===== src/verilog/e1pc_defines.svh =====
/*
  Constants for the E1 port violation counter and trail-trace control bank:
  register word indices, field positions, reset values and saturation limits.
  Assumes it is included by bare name from the design files.
*/
`ifndef E1PC_DEFINES_SVH
`define E1PC_DEFINES_SVH

// Register word indices (byte address is four times the index)
`define E1PC_P1_CV_LOW 8'h46
`define E1PC_P1_CV_HIGH 8'h47
`define E1PC_P1_OP_CTRL 8'h48
`define E1PC_P2_CV_LOW 8'h76
`define E1PC_P2_CV_HIGH 8'h77
`define E1PC_P2_OP_CTRL 8'h78
`define E1PC_P3_CV_LOW 8'ha6
`define E1PC_P3_CV_HIGH 8'ha7
`define E1PC_P3_OP_CTRL 8'ha8
`define E1PC_P4_CV_LOW 8'hd6
`define E1PC_P4_CV_HIGH 8'hd7
`define E1PC_P4_OP_CTRL 8'hd8
// Global control and per-port set control words
`define E1PC_GLOBAL_CTRL 8'hf0
`define E1PC_SET_CTRL 8'hf1

// Operation register fields
`define E1PC_OP_RDI_BIT 4
`define E1PC_OP_TEN_BIT 3
`define E1PC_OP_SIZE_BIT 2
`define E1PC_OP_COM_BIT 1
`define E1PC_OP_AISE_BIT 0
`define E1PC_OP_RESET 5'h00

// Control word fields
`define E1PC_GCTRL_RST_BIT 0
`define E1PC_SET_S_LSB 0
`define E1PC_SET_C_LSB 4

// Counter limits
`define E1PC_CNT_MAX 16'hffff
`define E1PC_CNT_RESET 16'h0000
`define E1PC_PEND_MAX 2'h3

`endif


===== src/verilog/e1pc_pkg.sv =====
/*
  Types shared by the E1 port violation counter bank.
  Assumes nothing of its surroundings.
*/
`default_nettype none
package e1pc_pkg;
  // Bus handshake state
  typedef enum logic [0:0] {
    BUS_IDLE = 1'b0,
    BUS_ACK = 1'b1
  } e1pc_bus_state_e;
  // One register byte
  typedef logic [7:0] e1pc_byte_t;
  // Operation register image, bits 4..0
  typedef logic [4:0] e1pc_op_t;
endpackage
`default_nettype wire


===== src/verilog/e1pc_cnt_if.sv =====
/*
  Interface between the register bank and one port's violation counter.
  Assumes both ends run on the same system clock.
*/
`timescale 1ns/1ps
`default_nettype none
interface e1pc_cnt_if;
  logic cv_pulse; // One violation seen this cycle
  logic hold; // Host read in progress, park new events
  logic clear; // Zero the count this cycle
  logic [15:0] count; // Current count
  modport ctrl (output cv_pulse, output hold, output clear, input count);
  modport cnt (input cv_pulse, input hold, input clear, output count);
endinterface // e1pc_cnt_if
`default_nettype wire


===== src/verilog/e1pc_cv_counter.sv =====
/*
  One port's 16-bit saturating line-code violation counter with a small
  pending store for events that arrive during a host read.
  Assumes hold is asserted for at most a few cycles at a time.
*/
`timescale 1ns/1ps
`default_nettype none
`include "e1pc_defines.svh"
module e1pc_cv_counter (
  // Clock and reset
  input wire logic clk_sys_i,
  input wire logic sys_rst_i,
  // Control side
  e1pc_cnt_if.cnt bus
);

  logic [15:0] count_reg; // Running count
  logic [15:0] count_next; // Next count
  logic [1:0] pend_reg; // Events parked during a read
  logic [1:0] pend_next; // Next parked value
  logic [16:0] sum; // Wide sum before saturation

  ////////////////////////////////////////////////////////////////////////////
  // Next-state arithmetic
  always_comb begin
    sum = 17'h00000;
    pend_next = 2'h0;
    count_next = bus.clear ? `E1PC_CNT_RESET : count_reg;
    if (bus.hold) begin
      // Saturate parked events; a read lasts two cycles, so three is plenty
      if (pend_reg != `E1PC_PEND_MAX && bus.cv_pulse) begin
        pend_next = pend_reg + 2'h1;
      end else begin
        pend_next = pend_reg;
      end
    end else begin
      sum = {1'b0, count_next} + {15'h0000, pend_reg} + {16'h0000, bus.cv_pulse};
      count_next = sum[16] ? `E1PC_CNT_MAX : sum[15:0];
    end
  end

  // Count and pending store
  always_ff @(posedge clk_sys_i or posedge sys_rst_i) begin
    if (sys_rst_i) begin
      count_reg <= `E1PC_CNT_RESET;
      pend_reg <= 2'h0;
    end else begin
      count_reg <= count_next;
      pend_reg <= pend_next;
    end
  end

  assign bus.count = count_reg;

  ////////////////////////////////////////////////////////////////////////////
  // Checks
  // stops at full
  AST_CNT_SATURATE: assert property (
    @(posedge clk_sys_i) disable iff (sys_rst_i)
    (count_reg == 16'hffff) && !bus.clear |=> count_reg == 16'hffff)
    else $error("violation counter wrapped past full scale");
  AST_CNT_HOLD: assert property (
    @(posedge clk_sys_i) disable iff (sys_rst_i)
    bus.hold && !bus.clear |=> count_reg == $past(count_reg))
    else $error("violation counter moved during a host read");
  AST_CNT_CLEAR: assert property (
    @(posedge clk_sys_i) disable iff (sys_rst_i)
    bus.clear && bus.hold |=> count_reg == 16'h0000)
    else $error("violation counter not zeroed by clear");

endmodule // e1pc_cv_counter
`default_nettype wire


===== src/verilog/e1pc_port_bank.sv =====
/*
  Four-port violation counter and operation register bank for an E1
  tributary mapper, reached over an Avalon-MM slave with waitrequest.
  Assumes all inputs are synchronous to clk_sys_i and that violation
  inputs are one-cycle pulses from the line decoder.
*/
// Functional notes
// - Each port counts violations, saturating at 16 bits.
// - Violations during a host read are applied afterward.
// - Reset, control bits or low read zero counter.
// - Low read copies high byte to shared shadow.
// - High-byte read returns the shared shadow.
// - Bit 4 picks single-bit or 3-bit RDI.
// - Bit 3 sends stored trace, else zero.
// - Bit 2 sets trace segment size.
// - Size/compare pair: 16 off, 16 on, 64 off.
`timescale 1ns/1ps
`default_nettype none
`include "e1pc_defines.svh"
module e1pc_port_bank (
  // Clock and reset
  input wire logic clk_sys_i,
  input wire logic sys_rst_i,
  // Avalon-MM slave
  input wire logic [9:0] avs_address_i,
  input wire logic avs_read_i,
  input wire logic avs_write_i,
  input wire logic [31:0] avs_writedata_i,
  input wire logic [3:0] avs_byteenable_i,
  output logic [31:0] avs_readdata_o,
  output logic avs_waitrequest_o,
  // Line side
  input wire logic [3:0] cv_pulse_i,
  input wire logic line_reset_pulse_i,
  // Trail-trace message bytes from the message RAM, port n at [8n+7:8n]
  input wire logic [31:0] j2_ram_byte_i,
  // Per-port controls
  output logic [3:0] single_bit_defect_select_o,
  output logic [3:0] trace_message_send_enable_o,
  output logic [3:0] trace_segment_size_select_o,
  output logic [3:0] trace_compare_enable_o,
  output logic [3:0] trace_alarm_enable_o,
  output logic [3:0] trace_compare_active_o,
  output logic [3:0] trace_segment_64_o,
  output logic [31:0] j2_tx_byte_o
);

  ////////////////////////////////////////////////////////////////////////////
  // Address map as arrays so the decode is one loop
  localparam logic [7:0] LOW_IDX [4] = '{`E1PC_P1_CV_LOW, `E1PC_P2_CV_LOW,
    `E1PC_P3_CV_LOW, `E1PC_P4_CV_LOW};
  localparam logic [7:0] HIGH_IDX [4] = '{`E1PC_P1_CV_HIGH, `E1PC_P2_CV_HIGH,
    `E1PC_P3_CV_HIGH, `E1PC_P4_CV_HIGH};
  localparam logic [7:0] OP_IDX [4] = '{`E1PC_P1_OP_CTRL, `E1PC_P2_OP_CTRL,
    `E1PC_P3_OP_CTRL, `E1PC_P4_OP_CTRL};

  e1pc_pkg::e1pc_bus_state_e state_reg; // Handshake state
  logic [7:0] word_idx; // Register index from byte address
  logic acc; // Request taken this cycle
  logic rd_acc; // Read taken this cycle
  logic wr_acc; // Write taken with low lane enabled
  logic [3:0] lo_hit; // Low byte selected, per port
  logic [3:0] hi_hit; // High byte selected, per port
  logic [3:0] op_hit; // Operation register selected, per port
  logic gctrl_hit; // Global control word selected
  logic setc_hit; // Set control word selected
  logic [3:0] clr_vec; // Counter clear, per port
  logic [15:0] cnt_val [4]; // Counts from the counters
  e1pc_pkg::e1pc_op_t op_reg [4]; // Operation registers
  e1pc_pkg::e1pc_byte_t shadow_reg; // Shared high-byte holding location
  e1pc_pkg::e1pc_byte_t shadow_next; // Next shadow
  logic [31:0] rd_next; // Read data for the taken read
  logic [31:0] readdata_reg; // Registered read data
  logic waitrequest_reg; // Registered waitrequest
  logic [3:0] cmp_active_reg; // Comparison really running
  logic [3:0] seg64_reg; // 64-byte segments in force
  logic [31:0] j2_reg; // Outgoing trace bytes

  ////////////////////////////////////////////////////////////////////////////
  // Address decode
  assign word_idx = avs_address_i[9:2];
  assign acc = (state_reg == e1pc_pkg::BUS_IDLE) && (avs_read_i || avs_write_i);
  assign rd_acc = acc && avs_read_i;
  assign wr_acc = acc && avs_write_i && avs_byteenable_i[0];
  assign gctrl_hit = (word_idx == `E1PC_GLOBAL_CTRL);
  assign setc_hit = (word_idx == `E1PC_SET_CTRL);

  always_comb begin
    for (int p = 0; p < 4; p++) begin
      lo_hit[p] = (word_idx == LOW_IDX[p]);
      hi_hit[p] = (word_idx == HIGH_IDX[p]);
      op_hit[p] = (word_idx == OP_IDX[p]);
    end
  end

  ////////////////////////////////////////////////////////////////////////////
  // Per-port counters and clear sources
  genvar g;
  generate
    for (g = 0; g < 4; g++) begin : g_port
      e1pc_cnt_if cif();
      assign clr_vec[g] = line_reset_pulse_i
        || (wr_acc && gctrl_hit && avs_writedata_i[`E1PC_GCTRL_RST_BIT])
        || (wr_acc && setc_hit && avs_writedata_i[`E1PC_SET_S_LSB + g])
        || (wr_acc && setc_hit && avs_writedata_i[`E1PC_SET_C_LSB + g])
        || (rd_acc && lo_hit[g]);
      assign cif.cv_pulse = cv_pulse_i[g];
      assign cif.hold = avs_read_i;
      assign cif.clear = clr_vec[g];
      assign cnt_val[g] = cif.count;
      e1pc_cv_counter u_cnt (
        .clk_sys_i(clk_sys_i),
        .sys_rst_i(sys_rst_i),
        .bus(cif.cnt)
      );
    end
  endgenerate

  ////////////////////////////////////////////////////////////////////////////
  // Read data and shadow selection
  always_comb begin
    rd_next = 32'h00000000;
    shadow_next = shadow_reg;
    for (int p = 0; p < 4; p++) begin
      if (lo_hit[p]) begin
        rd_next = {24'h000000, cnt_val[p][7:0]};
        shadow_next = cnt_val[p][15:8];
      end
      if (hi_hit[p]) begin
        rd_next = {24'h000000, shadow_reg};
      end
      // Unused bits 7..5 read as zero
      if (op_hit[p]) begin
        rd_next = {27'h0000000, op_reg[p]};
      end
    end
  end

  // Shared shadow, loaded only on a taken low-byte read
  always_ff @(posedge clk_sys_i or posedge sys_rst_i) begin
    if (sys_rst_i) begin
      shadow_reg <= 8'h00;
    end else if (rd_acc) begin
      shadow_reg <= shadow_next;
    end
  end

  ////////////////////////////////////////////////////////////////////////////
  // Bus handshake: one wait cycle, then answer for one cycle
  always_ff @(posedge clk_sys_i or posedge sys_rst_i) begin
    if (sys_rst_i) begin
      state_reg <= e1pc_pkg::BUS_IDLE;
      waitrequest_reg <= 1'b1;
    end else begin
      case (state_reg)
        e1pc_pkg::BUS_IDLE: begin
          // Idle answers nothing until a request arrives
          if (acc) begin
            state_reg <= e1pc_pkg::BUS_ACK;
            waitrequest_reg <= 1'b0;
          end
        end
        e1pc_pkg::BUS_ACK: begin
          // Master samples the answer here and releases the request
          state_reg <= e1pc_pkg::BUS_IDLE;
          waitrequest_reg <= 1'b1;
        end
        default: begin
          state_reg <= e1pc_pkg::BUS_IDLE;
          waitrequest_reg <= 1'b1;
        end
      endcase
    end
  end

  // Read data captured when the read is taken, unmapped reads give zero
  always_ff @(posedge clk_sys_i or posedge sys_rst_i) begin
    if (sys_rst_i) begin
      readdata_reg <= 32'h00000000;
    end else if (rd_acc) begin
      readdata_reg <= rd_next;
    end
  end

  ////////////////////////////////////////////////////////////////////////////
  // Operation registers; bits 7..5 are dropped since software keeps them 0
  always_ff @(posedge clk_sys_i or posedge sys_rst_i) begin
    if (sys_rst_i) begin
      for (int p = 0; p < 4; p++) begin
        op_reg[p] <= `E1PC_OP_RESET;
      end
    end else begin
      for (int p = 0; p < 4; p++) begin
        if (wr_acc && op_hit[p]) begin
          op_reg[p] <= avs_writedata_i[4:0];
        end
      end
    end
  end

  ////////////////////////////////////////////////////////////////////////////
  // Trace size/compare decode and outgoing trace byte
  always_ff @(posedge clk_sys_i or posedge sys_rst_i) begin
    if (sys_rst_i) begin
      cmp_active_reg <= 4'h0;
      seg64_reg <= 4'h0;
    end else begin
      for (int p = 0; p < 4; p++) begin
        seg64_reg[p] <= op_reg[p][`E1PC_OP_SIZE_BIT];
        cmp_active_reg[p] <= !op_reg[p][`E1PC_OP_SIZE_BIT]
          && op_reg[p][`E1PC_OP_COM_BIT];
      end
    end
  end

  always_ff @(posedge clk_sys_i or posedge sys_rst_i) begin
    if (sys_rst_i) begin
      j2_reg <= 32'h00000000;
    end else begin
      for (int p = 0; p < 4; p++) begin
        j2_reg[8*p +: 8] <= op_reg[p][`E1PC_OP_TEN_BIT]
          ? j2_ram_byte_i[8*p +: 8] : 8'h00;
      end
    end
  end

  ////////////////////////////////////////////////////////////////////////////
  // Outputs, all from flip-flops
  assign avs_readdata_o = readdata_reg;
  assign avs_waitrequest_o = waitrequest_reg;
  assign trace_compare_active_o = cmp_active_reg;
  assign trace_segment_64_o = seg64_reg;
  assign j2_tx_byte_o = j2_reg;

  always_comb begin
    for (int p = 0; p < 4; p++) begin
      single_bit_defect_select_o[p] = op_reg[p][`E1PC_OP_RDI_BIT];
      trace_message_send_enable_o[p] = op_reg[p][`E1PC_OP_TEN_BIT];
      trace_segment_size_select_o[p] = op_reg[p][`E1PC_OP_SIZE_BIT];
      trace_compare_enable_o[p] = op_reg[p][`E1PC_OP_COM_BIT];
      trace_alarm_enable_o[p] = op_reg[p][`E1PC_OP_AISE_BIT];
    end
  end

  ////////////////////////////////////////////////////////////////////////////
  // Checks, sampled one edge after the access that they follow
  // shadow load
  AST_SHADOW_COPY: assert property (
    @(posedge clk_sys_i) disable iff (sys_rst_i)
    rd_acc && lo_hit[2] |=> shadow_reg == $past(cnt_val[2][15:8]))
    else $error("shadow not loaded from the port high byte");
  AST_SHADOW_KEEP: assert property (
    @(posedge clk_sys_i) disable iff (sys_rst_i)
    !(rd_acc && (lo_hit != 4'h0)) |=> shadow_reg == $past(shadow_reg))
    else $error("shadow changed without a low-byte read");
  AST_HIGH_FROM_SHADOW: assert property (
    @(posedge clk_sys_i) disable iff (sys_rst_i)
    rd_acc && (hi_hit != 4'h0) |=> avs_readdata_o == {24'h000000, shadow_reg}
      && !avs_waitrequest_o)
    else $error("high-byte read did not return the shadow");
  AST_LOW_DATA: assert property (
    @(posedge clk_sys_i) disable iff (sys_rst_i)
    rd_acc && lo_hit[1] |=> avs_readdata_o
      == {24'h000000, $past(cnt_val[1][7:0])})
    else $error("low-byte read did not return the count");
  AST_LOW_CLEARS: assert property (
    @(posedge clk_sys_i) disable iff (sys_rst_i)
    rd_acc && lo_hit[0] |=> cnt_val[0] == 16'h0000)
    else $error("low-byte read did not zero the count");
  AST_GLOBAL_CLEAR: assert property (
    @(posedge clk_sys_i) disable iff (sys_rst_i)
    wr_acc && gctrl_hit && avs_writedata_i[`E1PC_GCTRL_RST_BIT]
      && !cv_pulse_i[2] && !$past(avs_read_i) |=> cnt_val[2] == 16'h0000)
    else $error("global clear did not zero the count");
  AST_SET_CLEAR: assert property (
    @(posedge clk_sys_i) disable iff (sys_rst_i)
    wr_acc && setc_hit && avs_writedata_i[`E1PC_SET_C_LSB + 1]
      && !cv_pulse_i[1] && !$past(avs_read_i) |=> cnt_val[1] == 16'h0000)
    else $error("set control did not zero the count");
  AST_LINE_CLEAR: assert property (
    @(posedge clk_sys_i) disable iff (sys_rst_i)
    line_reset_pulse_i && !cv_pulse_i[3] && !$past(avs_read_i)
      |=> cnt_val[3] == 16'h0000)
    else $error("line reset pulse did not zero the count");
  AST_RDI_SELECT: assert property (
    @(posedge clk_sys_i) disable iff (sys_rst_i)
    wr_acc && op_hit[1] |=> single_bit_defect_select_o[1]
      == $past(avs_writedata_i[`E1PC_OP_RDI_BIT]))
    else $error("RDI select did not follow the write");
  // Low lane off, nothing stored
  AST_LANE_OFF: assert property (
    @(posedge clk_sys_i) disable iff (sys_rst_i)
    acc && avs_write_i && !avs_byteenable_i[0]
      |=> single_bit_defect_select_o == $past(single_bit_defect_select_o))
    else $error("write with the low lane off changed a register");
  AST_SEND_WRITE: assert property (
    @(posedge clk_sys_i) disable iff (sys_rst_i)
    wr_acc && op_hit[2] |=> trace_message_send_enable_o[2]
      == $past(avs_writedata_i[`E1PC_OP_TEN_BIT]))
    else $error("send enable did not follow the write");
  AST_J2_ZERO: assert property (
    @(posedge clk_sys_i) disable iff (sys_rst_i)
    !trace_message_send_enable_o[0] |=> j2_tx_byte_o[7:0] == 8'h00)
    else $error("trace byte not zero while sending is off");
  AST_J2_SEND: assert property (
    @(posedge clk_sys_i) disable iff (sys_rst_i)
    trace_message_send_enable_o[1]
      |=> j2_tx_byte_o[15:8] == $past(j2_ram_byte_i[15:8]))
    else $error("trace byte not taken from the message store");
  AST_SEG64: assert property (
    @(posedge clk_sys_i) disable iff (sys_rst_i)
    trace_segment_size_select_o[3]
      |=> trace_segment_64_o[3] && !trace_compare_active_o[3])
    else $error("64-byte size did not take effect");
  AST_CMP_ON: assert property (
    @(posedge clk_sys_i) disable iff (sys_rst_i)
    !trace_segment_size_select_o[0] && trace_compare_enable_o[0]
      |=> trace_compare_active_o[0] && !trace_segment_64_o[0])
    else $error("16-byte compare mode not active");
  AST_CMP_OFF: assert property (
    @(posedge clk_sys_i) disable iff (sys_rst_i)
    !trace_compare_enable_o[2] |=> !trace_compare_active_o[2])
    else $error("comparison running while disabled");
  // One wait cycle per access
  AST_ONE_WAIT: assert property (
    @(posedge clk_sys_i) disable iff (sys_rst_i)
    acc |=> !avs_waitrequest_o ##1 avs_waitrequest_o)
    else $error("bus answer not one cycle after the request");

endmodule // e1pc_port_bank
`default_nettype wire


===== config.mk =====
export PLATFORM = sky130hd
export DESIGN_NAME = e1pc_port_bank
export DESIGN_NICKNAME = d
export VERILOG_FILES = /design/src/verilog/e1pc_pkg.sv /design/src/verilog/e1pc_cnt_if.sv /design/src/verilog/e1pc_cv_counter.sv /design/src/verilog/e1pc_port_bank.sv
export VERILOG_INCLUDE_DIRS = /design/src /design/src/verilog
export SDC_FILE = /design/constraint.sdc
export NUM_CORES = 1
export LEC_CHECK = 0
export ABC_AREA = 1
export BUFFER_PORTS_ARGS = -buffer_cell sky130_fd_sc_hd__clkbuf_2
export CAP_MARGIN = 20
export CORE_UTILIZATION = 60
export DETAILED_ROUTE_END_ITERATION = 6
export PLACE_DENSITY = 0.86
export SLEW_MARGIN = 10
export SYNTH_ARGS = -nofsm -noshare
export SYNTH_HDL_FRONTEND = slang
export SYNTH_SLANG_ARGS = --single-unit

===== constraint.sdc =====
create_clock -name clk_sys_i -period 12.44 [get_ports clk_sys_i]
set_clock_uncertainty 0.15 [all_clocks]
set_input_delay 1.866 -clock clk_sys_i [delete_from_list [all_inputs] [get_ports clk_sys_i]]
set_output_delay 1.866 -clock clk_sys_i [all_outputs]
set_load 0.005 [all_outputs]

==> results.sh, run 1 <==
export IMPL_postCtsHoldBufs=0
export IMPL_route_detailed_drc=51
export IMPL_cts_tree="built"
export IMPL_placedCellCount=1478
export IMPL_clockRootBuffer="clkbuf_16"
export IMPL_power_switching_uw=312
export IMPL_avgSynthCellArea_um2=7.60
export IMPL_vias_per_cell=5.68
export IMPL_max_freq_mhz=173
export IMPL_path_clk_slew_ns=0.07
export IMPL_crit_type="primary input to flop"
export IMPL_tightest_slew_ns=0.852
export IMPL_hpwlAfterDp_um=17500
export IMPL_internal_power_uw=825
export IMPL_start_kind="primary input"
export IMPL_nets=1417
export IMPL_final_setup_tns_ns=0
export IMPL_r2r_cells=20
export IMPL_cts_resized_gates=0
export IMPL_wl_per_cell_um=16.2
export IMPL_netlist_instances=1190
export IMPL_slew_limit_headroom_pct=43.1
export IMPL_synth_area_um2=9040
export IMPL_largest_reg_flops=64
export IMPL_combinationalPowerShare_pct=9.1
export IMPL_cp_arrival_ns=5.99
export IMPL_total_power_uw=1140
export IMPL_r2r_start="state_reg"
export IMPL_vias=8586
export IMPL_core_um2=14600
export IMPL_syn_to_final_growth_pct=13.8
export IMPL_worstSkewPairLatency_ns=0.43
export IMPL_drive_above_1_share_pct=19.6
export IMPL_synthArstFlopShare_pct=100
export IMPL_drt_pass1_iterations=7
export IMPL_p_sw_share_pct=27.4
export IMPL_postRouteAntennaNets=0
export IMPL_holdPathEnd="avs_readdata_o[5]"
export IMPL_antenna_found_initial=0
export IMPL_yosysWarnings=0
export IMPL_dieArea_um2=15600
export IMPL_p_seq_share_pct=46.1
export IMPL_r2r_setup_slack_ns=8.28
export IMPL_initial_core_util_pct=61.7
export IMPL_clock_power_share_pct=44.8
export IMPL_grt_pass1_wl_um=39800
export IMPL_cp_max_fo=41
export IMPL_diodes=0
export IMPL_grt_max_degree=82
export IMPL_maxCapViolations=0
export IMPL_fillers=1156
export IMPL_rows=44
export IMPL_portBuffers=126
export IMPL_ir_worst_vdd_uv=100
export IMPL_htree_levels=4
export IMPL_ys_seq_elements=150
export IMPL_die_h_um=125
export IMPL_cts_sinks=150
export IMPL_ios=180
export IMPL_rsz0062_at_grt="no"
export IMPL_drv_slew=0
export IMPL_whs_ns=0.330
export IMPL_failed_checks="design-rule violations"
export IMPL_hp_class="flop to flop"
export IMPL_layout_common_cells="273 x nand2_1, 173 x inv_1, 149 x dfrtp_1"
export IMPL_grt_ovfl_total=0
export IMPL_crit_path_end_kind="flop"
export IMPL_first_global_vias=8056
export IMPL_clockBufferDepth=2
export IMPL_drt_iter0_drc=958
export IMPL_whs_path_depth=2
export IMPL_critPathRequiredTime_ns=12.64
export IMPL_post_route_period_util_pct=46.5
export IMPL_power_density_nw_per_um2=110
export IMPL_hold_viol=0
export IMPL_ys_seq_area_share_pct=41.5
export IMPL_hold_start="avs_readdata_o[5]"
export IMPL_setup_viol=0
export IMPL_synth_main_ff_cell="dfrtp_1"
export IMPL_outcome="finished, violations left"
export IMPL_synth_edff_count=0
export IMPL_leakagePower_uw=0.00516
export IMPL_wirelength_um=24500
export IMPL_cts_buffers=17
export IMPL_final_common_cell="nand2_1"
export IMPL_fp_dieW_um=125
export IMPL_layout_cells_non_filler=1511
export IMPL_yosysUniqueCellTypes=49
export IMPL_place_gp_congestion=0.978
export IMPL_fin_crit_ns=5.79
export IMPL_cts_setup_buffers=0
export IMPL_reg2reg_to="g_port[0].u_cnt.bus.count[6]"
export IMPL_track_usage_pct=32.5
[synthesized netlist by cell type, types with 7 or more instances]
master | instances | share of area [%]
a21oi_1 | 25 | 1.4
nand2_1 | 273 | 11
nor2_2 | 19 | 1.3
clkbuf_1 | 14 | 0.58
buf_4 | 24 | 2.0
ha_1 | 8 | 1.1
nand3_2 | 11 | 1.2
nand3b_1 | 11 | 0.91
inv_2 | 10 | 0.42
nor3_1 | 7 | 0.39
nand4_2 | 14 | 1.9
nand3_1 | 99 | 5.5
o21ai_1 | 7 | 0.39
o21ai_0 | 73 | 4.0
or2_2 | 16 | 1.1
fa_1 | 8 | 1.8
nor2_1 | 139 | 5.8
nand4_1 | 33 | 2.3
o211ai_1 | 7 | 0.58
inv_1 | 174 | 7.2
dfrtp_1 | 149 | 41
[layer usage]
metal | track usage [%] | vias to the layer above | wire length (um)
li1 | - | 4031 | -
met1 | 41.2 | 3991 | 9890
met2 | 52.2 | 465 | 11400
met3 | 7.77 | 99 | 2130
met4 | 15.8 | 0 | 1080
met5 | 0 | - | 0
[through the flow]
stage	utilization, %	area, um^2	worst slack, ns
floorplan	-	9130	6.39
global placement	66.1	9670	6.42
detailed placement	66.1	9670	6.38
CTS	70.1	10300	6.80
global route	70.3	10300	6.34
finish	70.3	10300	6.65
[how the worst max path moves through the flow]
| stage | depth (start not counted) | from | slack, ns | end |
|---|---|---|---|---|
| 2_1_floorplan | 1 | sys_rst_i | 6.39 | avs_readdata_o[0] |
| 6_report | 19 | avs_read_i | 6.65 | g_port[0].u_cnt.bus.count[6] |
| 4_1_cts | 19 | avs_read_i | 6.80 | g_port[0].u_cnt.bus.count[6] |
| 5_1_grt | 19 | avs_read_i | 6.34 | g_port[2].u_cnt.bus.count[6] |
| 3_5_place_dp | 19 | avs_read_i | 6.38 | g_port[0].u_cnt.bus.count[13] |
| 3_3_place_gp | 19 | avs_read_i | 6.42 | g_port[0].u_cnt.bus.count[13] |
[logic make-up after synthesis]
kind of cell	count (synthesis)	share of synthesized area (%)
adder cells (fa/ha/maj)	16	2.88
buffers and inverters	234	11.5
flip-flops	150	41.5
AO/OA/AOI/OAI	136	8.50
other	1	0.0415
AND/OR/NAND/NOR	653	35.5
[worst max-delay path, stage by stage]
cell      delay, ns
clkbuf_2       0.08
buf_4          0.23
inv_2          0.67
nor2_2         0.34
nand3_4        0.28
nand3_2        0.20
nor2_1         0.26
fa_1           0.23
inv_1          0.05
fa_1           0.44
inv_1          0.13
nand2_1        0.09
nor2_4         0.15
nand3_1        0.14
nor2_2         0.25
nand2_1        0.11
inv_2          0.09
nand2_2        0.17
nand3_1        0.16
[power groups by stage]
stage	clock, uW	combinational (uW)	sequential, uW
finish	509	104	524
global route	536	118	525
CTS	512	103	523
detailed placement	0	101	532
global placement	0	96.9	531
floorplan	0	72.4	526
[final cells by class]
cell class / count / area [um^2] / area share [%]
clock buffer: 17 / 425 / 4.13
clock inverter: 15 / 161 / 1.57
inverter: 186 / 703 / 6.83
multi-input combinational: 829 / 4330 / 42.1
sequential: 150 / 3750 / 36.5
tap: 184 / 230 / 2.24
timing repair buffer: 130 / 681 / 6.62
Power figures use the tool's default switching activity.
==> run 2, diff against run 1 <==
- ABC_AREA: 1 -> 0
- CORE_UTILIZATION: 60 -> 50
- PLACE_DENSITY: 0.86 -> 0.77
- clock period: 12.44 -> 5.1 ns (I/O delays scaled with it)
==> results.sh, run 2 <==
export IMPL_start_kind="primary input"
export IMPL_drt_pass1_iterations=5
export IMPL_crit_path_end_kind="flop"
export IMPL_antenna_found_initial=0
export IMPL_vias=6767
export IMPL_critPathRequiredTime_ns=5.30
export IMPL_endpoint="g_port[0].u_cnt.bus.count[12]"
export IMPL_leakagePower_uw=0.00450
export IMPL_avgSynthCellArea_um2=9.99
export IMPL_fp_dieW_um=131
export IMPL_ys_seq_area_share_pct=45.4
export IMPL_nets=1046
export IMPL_route_detailed_drc=0
export IMPL_r2r_start="state_reg"
export IMPL_cp_arrival_ns=4.22
export IMPL_outcome="finished clean"
export IMPL_grt_ovfl_total=0
export IMPL_ff_latch_area_um2=3750
export IMPL_first_global_vias=6349
export IMPL_postCtsHoldBufs=0
export IMPL_setup_viol=0
export IMPL_cts_resized_gates=0
export IMPL_worstSetupStartpoint="avs_address_i[6]"
export IMPL_met2_length_um=9760
export IMPL_hold_viol=0
export IMPL_rsz0062_at_grt="no"
export IMPL_cp_slowest_cell="nor4_1"
export IMPL_cts_setup_buffers=0
export IMPL_initial_core_util_pct=51.7
export IMPL_grt_pass1_wl_um=33500
export IMPL_drive_above_1_share_pct=24.2
export IMPL_rows=46
export IMPL_layout_common_cells="149 x dfrtp_1, 126 x clkbuf_2, 65 x a21oi_1"
export IMPL_wirelength_um=21100
export IMPL_wl_per_cell_um=18.0
export IMPL_wl_met3_um=1230
export IMPL_grt_max_degree=75
export IMPL_drv_slew=0
export IMPL_clockRootBuffer="clkbuf_16"
export IMPL_placed_area_um2=8970
export IMPL_crit_chain="clkbuf_2 -> nor4bb_2 -> and3_1 -> a21oi_2 -> nand3_1 -> inv_1 -> fa_1 -> inv_1 -> fa_1 -> nand4bb_1 -> nor4_1 -> nand3_1 -> xor2_1 -> a21oi_1"
export IMPL_place_gp_congestion=0.930
export IMPL_path_clk_slew_ns=0.07
export IMPL_die_h_um=131
export IMPL_final_setup_tns_ns=0
export IMPL_clockBufferDepth=2
export IMPL_ios=180
export IMPL_max_freq_mhz=249
export IMPL_crit_type="primary input to flop"
export IMPL_synth_main_ff_cell="dfrtp_1"
export IMPL_core_um2=16000
export IMPL_ys_seq_elements=150
export IMPL_reg2reg_to="g_port[0].u_cnt.bus.count[12]"
export IMPL_post_route_period_util_pct=78.8
export IMPL_fillers=1350
export IMPL_multi_input_area_um2=4130
export IMPL_r2r_setup_slack_ns=1.25
export IMPL_yosys_area_top_type="dfrtp_1"
export IMPL_drt_iter0_drc=613
export IMPL_ir_worst_vdd_uv=226
export IMPL_r2r_cells=13
export IMPL_netlist_top_cells_count="149 x dfrtp_1, 65 x a21oi_1, 57 x nor2_1"
export IMPL_cp_max_fo=17
export IMPL_yosysUniqueCellTypes=74
export IMPL_top_layer="met4"
export IMPL_synth_edff_count=0
export IMPL_slew_limit_headroom_pct=37.3
export IMPL_portBuffers=126
export IMPL_cts_buffers=17
export IMPL_fin_crit_ns=4.02
export IMPL_synthArstFlopShare_pct=100
export IMPL_power_density_nw_per_um2=299
export IMPL_final_common_cell="dfrtp_1"
export IMPL_dieArea_um2=17100
export IMPL_maxCapViolations=0
export IMPL_track_usage_pct=26.0
export IMPL_worstSkewPairLatency_ns=0.43
export IMPL_synth_area_um2=8270
export IMPL_hpwlAfterDp_um=15400
export IMPL_hp_class="primary input to async pin"
export IMPL_tightest_slew_ns=0.938
export IMPL_largest_reg_flops=64
export IMPL_yosysWarnings=0
export IMPL_cts_sinks=150
export IMPL_drt_met1_wl_um=9390
export IMPL_cts_tree="built"
export IMPL_ys_top_cells_by_area="dfrtp_1 45%, a21oi_1 3.9%, xor2_1 3.4%, mux2_2 2.9%, and2_1 2.8%"
export IMPL_postRouteAntennaNets=0
export IMPL_synth_top_area_share_pct=45.1
export IMPL_htree_levels=4
export IMPL_netlist_instances=828
export IMPL_max_stage_delay_ns=0.55
export IMPL_diodes=0
export IMPL_final_area_um2=9590
export IMPL_syn_to_final_growth_pct=15.9
export IMPL_vias_per_cell=5.77
export IMPL_yosysMostFrequentCell="dfrtp_1"
==> run 2: cell types whose count changed in the layout (fill, tap and decap cells not counted), sizes merged, moves of 15 or more <==
cell / change
a21oi: +41
a31oi: +18
and2: +37
and3: +15
inv: -160
mux2: +21
nand2: -224
nand3: -82
nand4: -33
nor2: -105
nor2b: +18
o21ai: -52
xnor2: +16
xor2: +32
==> run 2: metal layers <==
metal | vias up | global-route usage, %
met3 | 44 | 4.60
met4 | 0 | 12.8
li1 | 3164 | -
met5 | - | 0
met2 | 265 | 41.3
met1 | 3294 | 34.3
==> run 2: kinds of logic after synthesis <==
| kind of cell | share of synthesized area (%) |
|---|---|
| other | 0.0453 |
| DFF | 45.4 |
| AOI/OAI and AO/OA | 14.0 |
| muxes | 4.43 |
| and+or+nand+nor | 22.2 |
| adders and majority gates | 3.15 |
| buffers and inverters | 5.70 |
| xor gates and xnor gates | 5.08 |
==> run 2: through the flow <==
step	instances	setup slack, ns	total power, uW	util [%]	hold slack, ns
finish	1172	1.08	2870	59.9	0.270
global route	1172	0.731	2980	59.9	0.323
CTS	1172	1.14	2880	59.9	0.291
detailed placement	1140	0.686	1580	56.1	0.307
global placement	1140	0.707	1570	56.1	0.291
floorplan	851	0.150	1490	-	0.280
==> run 2: how the worst min path moves through the flow <==
stage / from / endpoint / slack, ns / cells after the start
3_5_place_dp: trace_segment_size_select_o[3] / trace_segment_64_o[3] / 0.31 / 0
6_report: sys_rst_i / j2_tx_byte_o[11] / 0.27 / 2
5_1_grt: sys_rst_i / j2_tx_byte_o[6] / 0.32 / 2
4_1_cts: sys_rst_i / trace_message_send_enable_o[0] / 0.29 / 2
3_3_place_gp: trace_segment_size_select_o[3] / trace_segment_64_o[3] / 0.29 / 0
2_1_floorplan: trace_segment_size_select_o[0] / trace_segment_64_o[0] / 0.28 / 0
==> run 2: area by class of cell <==
| class | count | share of cell area (%) |
|---|---|---|
| flip-flops and latches | 150 | 39.2 |
| repair buffers | 139 | 7.59 |
| clock buffers | 18 | 4.58 |
| clock inverters | 14 | 1.83 |
| inverters | 22 | 0.913 |
| well taps | 216 | 2.82 |
| multi-input cells | 613 | 43.1 |
==> run 2: where the power goes <==
group          internal [uW]  switching, uW
Clock                    757            551
Combinational            107            164
Sequential              1240           53.8
==> run 2: critical path: cells and delay by family <==
family,cells,cell delay [ns]
and+or+nand+nor,6,1.68
buffers and inverters,3,0.39
AOI/OAI and AO/OA,2,0.63
adders and majority gates,2,0.57
xor gates and xnor gates,1,0.17
==> run 3, diff against run 2 <==
- clock period: 5.1 -> 3.4 ns (I/O delays scaled with it)
==> results.sh, run 3 (synthesis results as in run 2) <==
export IMPL_outcome="finished clean"
export IMPL_wl_per_cell_um=17.8
export IMPL_crit_path_end_kind="flop"
export IMPL_cts_resized_gates=0
export IMPL_die_h_um=131
export IMPL_drive_above_1_share_pct=30.4
export IMPL_wirelength_um=22100
export IMPL_grt_max_degree=56
export IMPL_post_place_ws_ns=-0.254
export IMPL_hpwlAfterDp_um=16800
export IMPL_nets=1118
export IMPL_tightest_slew_ns=0.909
export IMPL_drt_iter0_drc=543
export IMPL_core_um2=16000
export IMPL_grt_ovfl_total=0
export IMPL_rsz0062_at_grt="no"
export IMPL_power_density_nw_per_um2=427
export IMPL_antenna_found_initial=0
export IMPL_final_area_um2=10200
export IMPL_vias=7123
export IMPL_worstSkewPairLatency_ns=0.43
export IMPL_vias_per_cell=5.73
export IMPL_cp_arrival_ns=3.42
export IMPL_postCtsHoldBufs=0
export IMPL_slew_limit_headroom_pct=39.3
export IMPL_fin_crit_ns=3.23
export IMPL_path_clk_slew_ns=0.07
export IMPL_diodes=0
export IMPL_syn_to_final_growth_pct=23.5
export IMPL_final_common_cell="dfrtp_1"
export IMPL_crit_chain="and3b_2 -> and3_4 -> a31oi_1 -> nand3_1 -> inv_1 -> fa_1 -> inv_1 -> fa_1 -> nand2b_1 -> or4_1 -> and4_1 -> a211oi_2"
export IMPL_dieArea_um2=17100
export IMPL_maxCapViolations=0
export IMPL_leakagePower_uw=0.00485
export IMPL_hold_viol=0
export IMPL_ff_latch_area_um2=3750
export IMPL_layout_common_cells="149 x dfrtp_1, 126 x clkbuf_2, 82 x buf_4"
export IMPL_placed_area_um2=9540
export IMPL_start_kind="flop"
export IMPL_cts_setup_buffers=0
export IMPL_cts_buffers=17
export IMPL_htree_levels=4
export IMPL_post_route_period_util_pct=95.1
export IMPL_crit_type="flop to flop"
export IMPL_max_freq_mhz=309
export IMPL_postRouteAntennaNets=0
export IMPL_clockBufferDepth=2
export IMPL_ios=180
export IMPL_final_core_util_pct=63.8
export IMPL_clockRootBuffer="clkbuf_16"
export IMPL_drt_pass1_iterations=5
export IMPL_track_usage_pct=26.5
export IMPL_setup_viol=0
export IMPL_hp_class="primary input to async pin"
export IMPL_route_detailed_drc=0
export IMPL_fp_dieW_um=131
export IMPL_cp_max_fo=4
export IMPL_place_gp_congestion=0.925
export IMPL_ir_worst_vdd_uv=342
export IMPL_cp_slowest_cell="or4_1"
export IMPL_portBuffers=126
export IMPL_critPathRequiredTime_ns=3.58
export IMPL_largest_reg_flops=64
export IMPL_cts_sinks=150
export IMPL_grt_pass1_wl_um=34000
export IMPL_max_stage_delay_ns=0.53
export IMPL_drv_slew=0
export IMPL_total_power_uw=4360
export IMPL_timing_final_ws_setup_ns=0.165
export IMPL_fillers=1310
export IMPL_multi_input_area_um2=4200
export IMPL_rows=46
export IMPL_cts_tree="built"
export IMPL_initial_core_util_pct=51.7
export IMPL_first_global_vias=6607
-- run 3: cell count changes in the layout (fill, tap and decap cells not counted), moves of 2 or more --
cell and change:
a31oi_1 -2, a31oi_2 +2, buf_12 +2, clkinvlp_4 +3
buf_4 +69
-- run 3: stage by stage --
step / TNS (ns) / hold slack [ns] / instances
final: 0 / 0.105 / 1244
after CTS: 0 / 0.131 / 1244
after detailed placement: -5.75 / 0.301 / 1212
after global routing: 0 / 0.138 / 1244
after global placement: -3.36 / 0.288 / 1212
after floorplan: 0 / 0.280 / 851
-- run 3: per-layer routing --
layer / wire [um] / track usage [%] / up-vias
li1: - / - / 3304
met1: 9310 / 33.2 / 3462
met2: 10600 / 44.3 / 310
met3: 1480 / 4.48 / 47
met4: 734 / 13.0 / 0
met5: 0 / 0 / -
-- run 3: worst max-delay path, delay by kind of cell (launching register included) --
family,cells,cell delay [ns]
buf+inv,2,0.14
simple gates,6,1.52
flops,1,0.35
compound gates,2,0.42
fa+ha+maj,2,0.57
-- run 3: path summary, 6_finish.rpt --
path | from | endpoint | slack [ns] | cells after the start
setup reg to reg | state_reg | g_port[2].u_cnt.bus.count[15] | 0.17 | 12
min in group clk_sys_i | j2_ram_byte_i[8] | j2_tx_byte_o[8] | 0.14 | 2
setup / recovery | state_reg | g_port[2].u_cnt.bus.count[15] | 0.17 | 12
max in group asynchronous | sys_rst_i | g_port[1].u_cnt.bus.count[0] | 2.24 | 3
hold / removal | sys_rst_i | j2_tx_byte_o[14] | 0.11 | 2
hold reg to reg | trace_segment_size_select_o[3] | trace_segment_64_o[3] | 0.32 | 0
-- run 3: power by group --
group	total, uW	switching, uW	internal [uW]
clock	1950	835	1110
sequential	1940	81.5	1860
combinational	470	266	204
-- run 3: cell type report --
cell class / instances / area share, %
multi-input cells: 613 / 41.1
well taps: 216 / 2.65
clock inverters: 15 / 1.75
inverters: 22 / 0.845
clock buffers: 17 / 4.17
flip-flops and latches: 150 / 36.8
repair buffers: 211 / 12.7
